===== src/core/exec_pkg.sv =====
// Purpose: Constants and types shared by the logic, rotate and branch executor.
// Assumes: Eight-bit data, sixteen-bit addresses, one memory cycle per bus transfer.
// Notes: Opcode values are the encodings of this instruction subset.
package exec_pkg;
   localparam logic [7:0] OP_OR_MEMORY       = 8'hB6;
   localparam logic [7:0] OP_OR_IMMEDIATE    = 8'hF6;
   localparam logic [7:0] OP_CMP_MEMORY      = 8'hBE;
   localparam logic [7:0] OP_CMP_IMMEDIATE   = 8'hFE;
   localparam logic [4:0] OP_CMP_REG_TOP     = 5'h17;
   localparam logic [7:0] OP_ROT_LEFT_CIRC   = 8'h07;
   localparam logic [7:0] OP_ROT_RIGHT_CIRC  = 8'h0F;
   localparam logic [7:0] OP_ROT_LEFT_CARRY  = 8'h17;
   localparam logic [7:0] OP_ROT_RIGHT_CARRY = 8'h1F;
   localparam logic [7:0] OP_INVERT_ACC      = 8'h2F;
   localparam logic [7:0] OP_INVERT_CARRY    = 8'h3F;
   localparam logic [7:0] OP_FORCE_CARRY     = 8'h37;
   localparam logic [7:0] OP_JUMP_ABSOLUTE   = 8'hC3;
   localparam logic [7:0] OP_CALL            = 8'hCD;
   localparam logic [7:0] OP_POP_PC          = 8'hC9;
   localparam logic [2:0] COND_JUMP_LOW      = 3'h2;
   localparam logic [2:0] COND_CALL_LOW      = 3'h4;
   localparam logic [2:0] COND_RET_LOW       = 3'h0;
   localparam logic [1:0] CLASS_TOP          = 2'h3;
   localparam logic [2:0] REG_MEMORY_CODE    = 3'h6;
   localparam int         SIGN_BIT           = 7;
   localparam int         ZERO_BIT           = 6;
   localparam int         HALF_BIT           = 4;
   localparam int         PARITY_BIT         = 2;
   localparam int         CARRY_BIT          = 0;
   localparam logic [7:0] FLAGS_RESET        = 8'h02;
   localparam logic [7:0] ACC_RESET          = 8'h00;
   localparam logic [15:0] PC_RESET          = 16'h0000;
   localparam logic [15:0] SP_RESET          = 16'h0000;
   typedef enum logic [7:0] {
      ST_FETCH    = 8'b0000_0001,
      ST_OPCODE   = 8'b0000_0010,
      ST_OPERAND  = 8'b0000_0100,
      ST_ADDR_LO  = 8'b0000_1000,
      ST_ADDR_HI  = 8'b0001_0000,
      ST_PUSH_HI  = 8'b0010_0000,
      ST_PUSH_LO  = 8'b0100_0000,
      ST_POP      = 8'b1000_0000
   } exec_state_e;
endpackage : exec_pkg


===== src/core/alu_if.sv =====
// Purpose: Carries operands and results between executor and flag unit.
// Assumes: Combinational path within one clock.
// Notes: The executor drives requests; the flag unit answers.
`timescale 1ns/1ps
interface alu_if;
   logic [7:0] acc;
   logic [7:0] operand;
   logic [7:0] flags_in;
   logic       is_or;
   logic [7:0] result;
   logic [7:0] flags_out;
   modport exec (output acc, operand, flags_in, is_or, input result, flags_out);
   modport unit (input acc, operand, flags_in, is_or, output result, flags_out);
endinterface : alu_if


===== src/core/flag_unit.sv =====
// Purpose: Computes OR results and compare flags.
// Assumes: Operands are stable within the cycle.
// Notes: Compare leaves the result unused by the executor.
`timescale 1ns/1ps
module flag_unit
   import exec_pkg::*;
(
   alu_if.unit bus
);
   function automatic logic even_parity(input logic [7:0] v);
      even_parity = ~(^v);
   endfunction : even_parity

   logic [8:0] diff;
   logic [4:0] half;

   always_comb
   begin
      diff = {1'b0, bus.acc} - {1'b0, bus.operand};
      half = {1'b0, bus.acc[3:0]} - {1'b0, bus.operand[3:0]};
      bus.flags_out = bus.flags_in;
      if (bus.is_or)
      begin
         bus.result = bus.acc | bus.operand;
         bus.flags_out[CARRY_BIT] = 1'b0;
         bus.flags_out[HALF_BIT] = 1'b0;
      end
      else
      begin
         bus.result = diff[7:0];
         bus.flags_out[CARRY_BIT] = diff[8];
         bus.flags_out[HALF_BIT] = ~half[4];
      end
      bus.flags_out[ZERO_BIT] = (bus.result == 8'h00);
      bus.flags_out[SIGN_BIT] = bus.result[7];
      bus.flags_out[PARITY_BIT] = even_parity(bus.result);
   end
endmodule : flag_unit


===== src/core/logic_rotate_branch_exec.sv =====
// Purpose: Executes OR, compare, rotate, carry and branch instructions.
// Assumes: Memory answers a read or write with mem_ready; wait states stretch cycles.
// Notes: Compare with register takes the register value on reg_operand.
`timescale 1ns/1ps
module logic_rotate_branch_exec
   import exec_pkg::*;
(
   input  wire logic        clk,
   input  wire logic        arst_n,
   input  wire logic        run,
   input  wire logic [15:0] memory_pointer_pair,
   input  wire logic [7:0]  reg_operand,
   input  wire logic [7:0]  mem_rdata,
   input  wire logic        mem_ready,
   output logic [15:0]      mem_addr,
   output logic [7:0]       mem_wdata,
   output logic             mem_read,
   output logic             mem_write,
   output logic [7:0]       accumulator,
   output logic [7:0]       flags,
   output logic [15:0]      program_counter,
   output logic [15:0]      stack_pointer,
   output logic             instr_done
);
   typedef struct packed {
      exec_state_e st;
      logic [7:0]  opcode;
      logic [7:0]  addr_lo;
      logic        pop_hi;
      logic [15:0] mem_addr;
      logic [7:0]  mem_wdata;
      logic        mem_read;
      logic        mem_write;
      logic [7:0]  acc;
      logic [7:0]  flags;
      logic [15:0] pc;
      logic [15:0] sp;
      logic        done;
   } exec_s;

   exec_s q;
   exec_s next_q;
   alu_if alu ();

   flag_unit u_flag_unit (
      .bus (alu.unit)
   );

   function automatic logic cond_true(input logic [2:0] cond_field, input logic [7:0] f);
      case (cond_field)
         3'h0:    cond_true = ~f[ZERO_BIT];
         3'h1:    cond_true = f[ZERO_BIT];
         3'h2:    cond_true = ~f[CARRY_BIT];
         3'h3:    cond_true = f[CARRY_BIT];
         3'h4:    cond_true = ~f[PARITY_BIT];
         3'h5:    cond_true = f[PARITY_BIT];
         3'h6:    cond_true = ~f[SIGN_BIT];
         default: cond_true = f[SIGN_BIT];
      endcase
   endfunction : cond_true

   function automatic logic is_cond(input logic [7:0] op, input logic [2:0] low);
      is_cond = (op[7:6] == CLASS_TOP) && (op[2:0] == low);
   endfunction : is_cond

   logic is_cmp_reg;
   logic is_cmp_mem;
   logic taken;
   logic [15:0] pc_inc;
   logic [15:0] sp_dec;

   always_comb
   begin
      is_cmp_reg = (q.opcode[7:3] == OP_CMP_REG_TOP) && (q.opcode[2:0] != REG_MEMORY_CODE);
      is_cmp_mem = (q.opcode == OP_CMP_MEMORY) || (q.opcode == OP_CMP_IMMEDIATE);
      taken = cond_true(q.opcode[5:3], q.flags);
      pc_inc = q.pc + 16'h0001;
      sp_dec = q.sp - 16'h0001;
      alu.acc = q.acc;
      alu.operand = is_cmp_reg ? reg_operand : mem_rdata;
      alu.flags_in = q.flags;
      alu.is_or = (q.opcode == OP_OR_MEMORY) || (q.opcode == OP_OR_IMMEDIATE);
   end

   always_comb
   begin
      next_q = q;
      next_q.done = 1'b0;
      case (q.st)
         ST_FETCH:
         begin
            if (run)
            begin
               next_q.mem_addr = q.pc;
               next_q.mem_read = 1'b1;
               next_q.st = ST_OPCODE;
            end
         end
         ST_OPCODE:
         begin
            if (mem_ready)
            begin
               next_q.mem_read = 1'b0;
               next_q.opcode = mem_rdata;
               next_q.pc = pc_inc;
               next_q.st = ST_FETCH;
               next_q.done = 1'b1;
               case (mem_rdata)
                  OP_OR_MEMORY, OP_CMP_MEMORY:
                  begin
                     next_q.mem_addr = memory_pointer_pair;
                     next_q.mem_read = 1'b1;
                     next_q.st = ST_OPERAND;
                     next_q.done = 1'b0;
                  end
                  OP_OR_IMMEDIATE, OP_CMP_IMMEDIATE:
                  begin
                     next_q.mem_addr = pc_inc;
                     next_q.mem_read = 1'b1;
                     next_q.pc = pc_inc + 16'h0001;
                     next_q.st = ST_OPERAND;
                     next_q.done = 1'b0;
                  end
                  OP_ROT_LEFT_CIRC:
                  begin
                     next_q.acc = {q.acc[6:0], q.acc[7]};
                     next_q.flags[CARRY_BIT] = q.acc[7];
                  end
                  OP_ROT_RIGHT_CIRC:
                  begin
                     next_q.acc = {q.acc[0], q.acc[7:1]};
                     next_q.flags[CARRY_BIT] = q.acc[0];
                  end
                  OP_ROT_LEFT_CARRY:
                  begin
                     next_q.acc = {q.acc[6:0], q.flags[CARRY_BIT]};
                     next_q.flags[CARRY_BIT] = q.acc[7];
                  end
                  OP_ROT_RIGHT_CARRY:
                  begin
                     next_q.acc = {q.flags[CARRY_BIT], q.acc[7:1]};
                     next_q.flags[CARRY_BIT] = q.acc[0];
                  end
                  OP_INVERT_ACC:   next_q.acc = ~q.acc;
                  OP_INVERT_CARRY: next_q.flags[CARRY_BIT] = ~q.flags[CARRY_BIT];
                  OP_FORCE_CARRY:  next_q.flags[CARRY_BIT] = 1'b1;
                  default:
                  begin
                     next_q.done = 1'b0;
                     next_q.st = ST_OPCODE;
                  end
               endcase
               if (next_q.st == ST_OPCODE)
               begin
                  next_q.st = ST_FETCH;
                  next_q.done = 1'b1;
                  if (mem_rdata[7:3] == OP_CMP_REG_TOP)
                  begin
                     next_q.st = ST_OPERAND;
                     next_q.done = 1'b0;
                  end
                  else if (mem_rdata == OP_JUMP_ABSOLUTE || mem_rdata == OP_CALL
                        || is_cond(mem_rdata, COND_JUMP_LOW)
                        || is_cond(mem_rdata, COND_CALL_LOW))
                  begin
                     next_q.mem_addr = pc_inc;
                     next_q.mem_read = 1'b1;
                     next_q.st = ST_ADDR_LO;
                     next_q.done = 1'b0;
                  end
                  else if (mem_rdata == OP_POP_PC || is_cond(mem_rdata, COND_RET_LOW))
                  begin
                     next_q.mem_addr = q.sp;
                     next_q.pop_hi = 1'b0;
                     next_q.st = ST_POP;
                     next_q.done = 1'b0;
                     next_q.mem_read = (mem_rdata == OP_POP_PC)
                                    || cond_true(mem_rdata[5:3], q.flags);
                     if (!next_q.mem_read)
                     begin
                        next_q.st = ST_FETCH;
                        next_q.done = 1'b1;
                     end
                  end
               end
            end
         end
         ST_OPERAND:
         begin
            if (mem_ready || is_cmp_reg)
            begin
               next_q.mem_read = 1'b0;
               next_q.flags = alu.flags_out;
               if (!is_cmp_reg && !is_cmp_mem)
               begin
                  next_q.acc = alu.result;
               end
               next_q.st = ST_FETCH;
               next_q.done = 1'b1;
            end
         end
         ST_ADDR_LO:
         begin
            if (mem_ready)
            begin
               next_q.addr_lo = mem_rdata;
               next_q.pc = pc_inc;
               next_q.mem_addr = pc_inc;
               next_q.st = ST_ADDR_HI;
               if ((is_cond(q.opcode, COND_JUMP_LOW) || is_cond(q.opcode, COND_CALL_LOW))
                   && !taken)
               begin
                  next_q.mem_read = 1'b0;
                  next_q.pc = pc_inc + 16'h0001;
                  next_q.st = ST_FETCH;
                  next_q.done = 1'b1;
               end
            end
         end
         ST_ADDR_HI:
         begin
            if (mem_ready)
            begin
               next_q.mem_read = 1'b0;
               next_q.pc = pc_inc;
               next_q.st = ST_FETCH;
               next_q.done = 1'b1;
               if (q.opcode == OP_JUMP_ABSOLUTE || (is_cond(q.opcode, COND_JUMP_LOW) && taken))
               begin
                  next_q.pc = {mem_rdata, q.addr_lo};
               end
               else if (q.opcode == OP_CALL || (is_cond(q.opcode, COND_CALL_LOW) && taken))
               begin
                  next_q.mem_addr = sp_dec;
                  next_q.mem_wdata = pc_inc[15:8];
                  next_q.mem_write = 1'b1;
                  next_q.addr_lo = q.addr_lo;
                  next_q.opcode = mem_rdata;
                  next_q.st = ST_PUSH_HI;
                  next_q.done = 1'b0;
               end
            end
         end
         ST_PUSH_HI:
         begin
            if (mem_ready)
            begin
               next_q.mem_addr = q.sp - 16'h0002;
               next_q.mem_wdata = q.pc[7:0];
               next_q.st = ST_PUSH_LO;
            end
         end
         ST_PUSH_LO:
         begin
            if (mem_ready)
            begin
               next_q.mem_write = 1'b0;
               next_q.sp = q.sp - 16'h0002;
               next_q.pc = {q.opcode, q.addr_lo};
               next_q.st = ST_FETCH;
               next_q.done = 1'b1;
            end
         end
         ST_POP:
         begin
            if (mem_ready)
            begin
               if (!q.pop_hi)
               begin
                  next_q.addr_lo = mem_rdata;
                  next_q.mem_addr = q.sp + 16'h0001;
                  next_q.pop_hi = 1'b1;
               end
               else
               begin
                  next_q.mem_read = 1'b0;
                  next_q.pc = {mem_rdata, q.addr_lo};
                  next_q.sp = q.sp + 16'h0002;
                  next_q.st = ST_FETCH;
                  next_q.done = 1'b1;
               end
            end
         end
         default: next_q.st = ST_FETCH;
      endcase
   end

   always_ff @(posedge clk or negedge arst_n)
   begin
      if (!arst_n)
      begin
         q <= '{st: ST_FETCH, opcode: 8'h00, addr_lo: 8'h00, pop_hi: 1'b0,
                mem_addr: 16'h0000, mem_wdata: 8'h00, mem_read: 1'b0, mem_write: 1'b0,
                acc: ACC_RESET, flags: FLAGS_RESET, pc: PC_RESET, sp: SP_RESET,
                done: 1'b0};
      end
      else
      begin
         q <= next_q;
      end
   end

   assign mem_addr = q.mem_addr;
   assign mem_wdata = q.mem_wdata;
   assign mem_read = q.mem_read;
   assign mem_write = q.mem_write;
   assign accumulator = q.acc;
   assign flags = q.flags;
   assign program_counter = q.pc;
   assign stack_pointer = q.sp;
   assign instr_done = q.done;
endmodule : logic_rotate_branch_exec


===== config.mk =====
export PLATFORM = sky130hd
export DESIGN_NAME = logic_rotate_branch_exec
export DESIGN_NICKNAME = d
export VERILOG_FILES = /design/src/core/exec_pkg.sv /design/src/core/alu_if.sv /design/src/core/flag_unit.sv /design/src/core/logic_rotate_branch_exec.sv
export SDC_FILE = /design/constraint.sdc
export NUM_CORES = 1
export LEC_CHECK = 0
export BUFFER_PORTS_ARGS = -buffer_cell sky130_fd_sc_hd__buf_2
export CELL_PAD_IN_SITES_DETAIL_PLACEMENT = 1
export CELL_PAD_IN_SITES_GLOBAL_PLACEMENT = 2
export CORE_UTILIZATION = 36
export DETAILED_ROUTE_END_ITERATION = 10
export PLACE_DENSITY_LB_ADDON = 0.05
export SYNTH_ARGS = -nofsm -noshare
export SYNTH_HDL_FRONTEND = slang
export SYNTH_HIERARCHICAL = 1
export SYNTH_SLANG_ARGS = --single-unit

===== constraint.sdc =====
create_clock -name clk -period 5.3 [get_ports clk]
set_input_delay 0.265 -clock clk [delete_from_list [all_inputs] [get_ports clk]]
set_output_delay 0.265 -clock clk [all_outputs]
set_load 0.01 [all_outputs]

==> impl_metrics.env <==
export IMPL_setup_tns_final_ps=0
export IMPL_ys_async_sr_fraction=1.000
export IMPL_die_area_um2=28220
export IMPL_ys_seq_area_frac=0.2501
export IMPL_die_w_um=168.0
export IMPL_yosys_cell_types_count=98
export IMPL_viasPerCell=6.041
export IMPL_slew_viol_final=0
export IMPL_drive_gt1_frac=0.1747
export IMPL_multi_input_area_um2=6381
export IMPL_cts_buffers=9
export IMPL_outcome="complete, no violations"
export IMPL_synth_nets=1318
export IMPL_slew_headroom=0.2514
export IMPL_hp_class="primary input to flip-flop"
export IMPL_worst_pin_slew_ps=1123
export IMPL_p_leak_nw=4.288
export IMPL_ant_nets=0
export IMPL_post_place_ws_ps=849.8
export IMPL_finalSetupViolations=0
export IMPL_finalNonFillerCells=1572
export IMPL_fill_cells=3323
export IMPL_setup_ws_ps=882.8
export IMPL_cts_root_buffer="clkbuf_16"
export IMPL_numPlacedInstances=1555
export IMPL_drc=0
export IMPL_htree_levels=3
export IMPL_grt_pass1_wl_um=59580
export IMPL_maxCapViolCount=0
export IMPL_crit_chain="nand4_1, nor3b_2, mux2_2, ha_1, inv_1, fa_1, nor2b_1, o31ai_2, a2111oi_0, or3_1, ha_1, xnor2_1, xnor2_1, nand2_1, nand2_1"
export IMPL_synth_most_common_cell="nand2_1"
export IMPL_antenna_found_initial=0
export IMPL_dr_pass1_iters=7
export IMPL_peakVddDrop_mv=0.2387
export IMPL_gp_congestion=0.8673
export IMPL_synth_cells=1239
export IMPL_hpwl_um=29270
export IMPL_drt_iter0_drc=652
export IMPL_grt_overflow_total=0
export IMPL_syn_cell_area_um2=9917
export IMPL_rows=60
export IMPL_reg2reg_setup_slack_ps=880
export IMPL_cpMaxStageDelayCell="nor3b_2"
export IMPL_cts_path_max_buffers=2
export IMPL_start_util=0.3680
export IMPL_cpPeakStageDelay_ps=780
export IMPL_ys_warn_count=6
export IMPL_final_seq_area_um2=2480
export IMPL_path_max_fanout=12
export IMPL_crit_path_start_kind="flip-flop"
export IMPL_timing_final_crit_share=0.8334
export IMPL_netlist_top_cells_area="dfrtp_1 (24%), buf_4 (6.0%), ha_1 (5.2%)"
export IMPL_ios=111
export IMPL_synthFlopType="dfrtp_1"
export IMPL_drt_wl_total_um=38640
export IMPL_portBuffers=109
export IMPL_nNetsFinal=1305
export IMPL_synth_seq_cells=99
export IMPL_final_cell_area_um2=10400
export IMPL_die_h_um=168.0
export IMPL_place_area_um2=10110
export IMPL_clock_latency_ps=370
export IMPL_finalClockSkew_ps=13.77
export IMPL_synthTopCellsByCount="nand2_1 (130), nor2_1 (112), dfrtp_1 (97)"
export IMPL_worstPathRequired_ps=5610
export IMPL_max_freq_mhz=226.4
export IMPL_clock_sinks=99
export IMPL_vias=9497
export IMPL_hold_viol_final=0
export IMPL_grt_usage=0.2767
export IMPL_first_global_vias=9434
export IMPL_synth_edf_count=0
export IMPL_synth_top_area_cell="dfrtp_1"
export IMPL_cp_arrival_ps=4730
export IMPL_num_antenna_cells=0
export IMPL_areaGrowthSynthToFinish_pct=4.882
export IMPL_postCtsSetupBuffers=0
export IMPL_rsz0062_at_grt="false"
export IMPL_netlist_area_leader_share=0.2448
export IMPL_path_class="flip-flop to flip-flop"
export IMPL_cellPowerDensity_nw_per_um2=400.5
export IMPL_design_core_area_um2=26950
export IMPL_cts_tree="built"
export IMPL_wl_per_cell_um=24.58
export IMPL_min_period_ps=4417
export IMPL_path_clk_slew_ps=80
export IMPL_syn_avg_cell_area_um2=8.004
export IMPL_cp_end_kind="flip-flop"
export IMPL_grt_max_degree=56
-- critical path: cells and delay by family (launching register included) --
family | cells | cell delay, ps
simple gates | 6 | 1640
fa+ha+maj | 3 | 850
compound gates | 2 | 600
flops | 1 | 560
mux | 1 | 340
xor+xnor | 2 | 300
buf+inv | 1 | 50
-- area by class of cell --
type,instances,area share
Clock inverter,6,0.004571
Timing Repair Buffer,124,0.06376
Inverter,45,0.01672
Sequential cell,99,0.2384
Clock buffer,10,0.02201
Tap cell,341,0.04102
Multi-Input combinational cell,947,0.6135
-- repair_timing --
action	4_1_cts	5_1_grt
hold buffers	1	0
resized for setup	0	0
endpoints found under the hold margin	42	0
-- layout by cell type, fill, tap and decap left out, types with 6 or more instances in the layout --
cell type and n:
nand2_1 130, nor2_1 112, buf_2 108, dfrtp_1 97, o21ai_0 77, a21oi_1 72
xnor2_1 45, inv_1 42, ha_1 41, a31oi_1 37, nor3_1 36, nand3_1 31
o22ai_1 28, mux2_2 26, or3_1 19, xor2_1 15, a221oi_1 15, buf_4 15
nand4_1 13, o221ai_1 13, o211ai_1 11, and3_1 11, nor4_1 11, mux2i_1 11
nand2b_1 10, a22oi_1 10, clkbuf_16 9, nor2b_1 8, or2_2 8, o31ai_1 7
nand3b_1 6, a221o_1 6, or4_1 6, a211oi_1 6, and4_1 6
-- where the power goes --
| group | internal [mW] | switching (mW) |
|---|---|---|
| sequential | 0.937 | 0.383 |
| clock | 0.324 | 0.349 |
| combinational | 0.933 | 1.24 |
| total | 2.19 | 1.97 |
-- worst paths after layout --
kind / from / to / depth (start not counted)
worst max-delay path: q[87]$_DFFE_PN0P_ / flags[2]$_DFFE_PN0P_ / 15
worst min-delay path: run / q[92]$_DFFE_PN1P_ / 4
worst max register to register: q[87]$_DFFE_PN0P_ / flags[2]$_DFFE_PN0P_ / 15
worst min register to register: flags[1]$_DFFE_PN1P_ / flags[1]$_DFFE_PN1P_ / 2
max in group asynchronous: arst_n / program_counter[9]$_DFFE_PN0P_ / 3
min in group asynchronous: arst_n / stack_pointer[4]$_DFFE_PN0P_ / 2
-- sequential cells by signal, summed over array words and instances, names as in the netlist --
name and count:
mem_wdata 8, q 25, mem_read 1, accumulator 8
mem_addr 16, program_counter 16, flags 8, stack_pointer 15
instr_done 1, mem_write 1
-- cell families (layout without fill, tap and decap cells) --
group	after synthesis	in the layout	synth area share
AO/OA/AOI/OAI	356	356	0.2522
other	1	1	0.0003781
adder cells (fa/ha/maj)	43	43	0.05577
multiplexers	39	39	0.04517
flip-flops	99	99	0.2501
AND/OR/NAND/NOR	447	447	0.2327
XOR/XNOR	61	61	0.05577
buffers and inverters	193	185	0.1080
-- per-layer routing --
layer,routed length (um),global-route usage,vias to the layer above
met2,17780,0.4491,236
met1,18560,0.3893,4756
li1,-,-,4458
met4,890,0.07978,0
met3,1400,0.02609,47
met5,0,0,-
-- through the flow --
stage,utilization,hold WS [ps],power [mW]
detailed placement,0.3753,345.5,3.500
global placement,0.3753,337.2,3.476
floorplan,-,-30.59,2.959
CTS,0.3859,259.0,4.181
finish,0.3859,271.0,4.166
global route,0.3859,290.4,4.474
(Power assumes the default switching activity.)
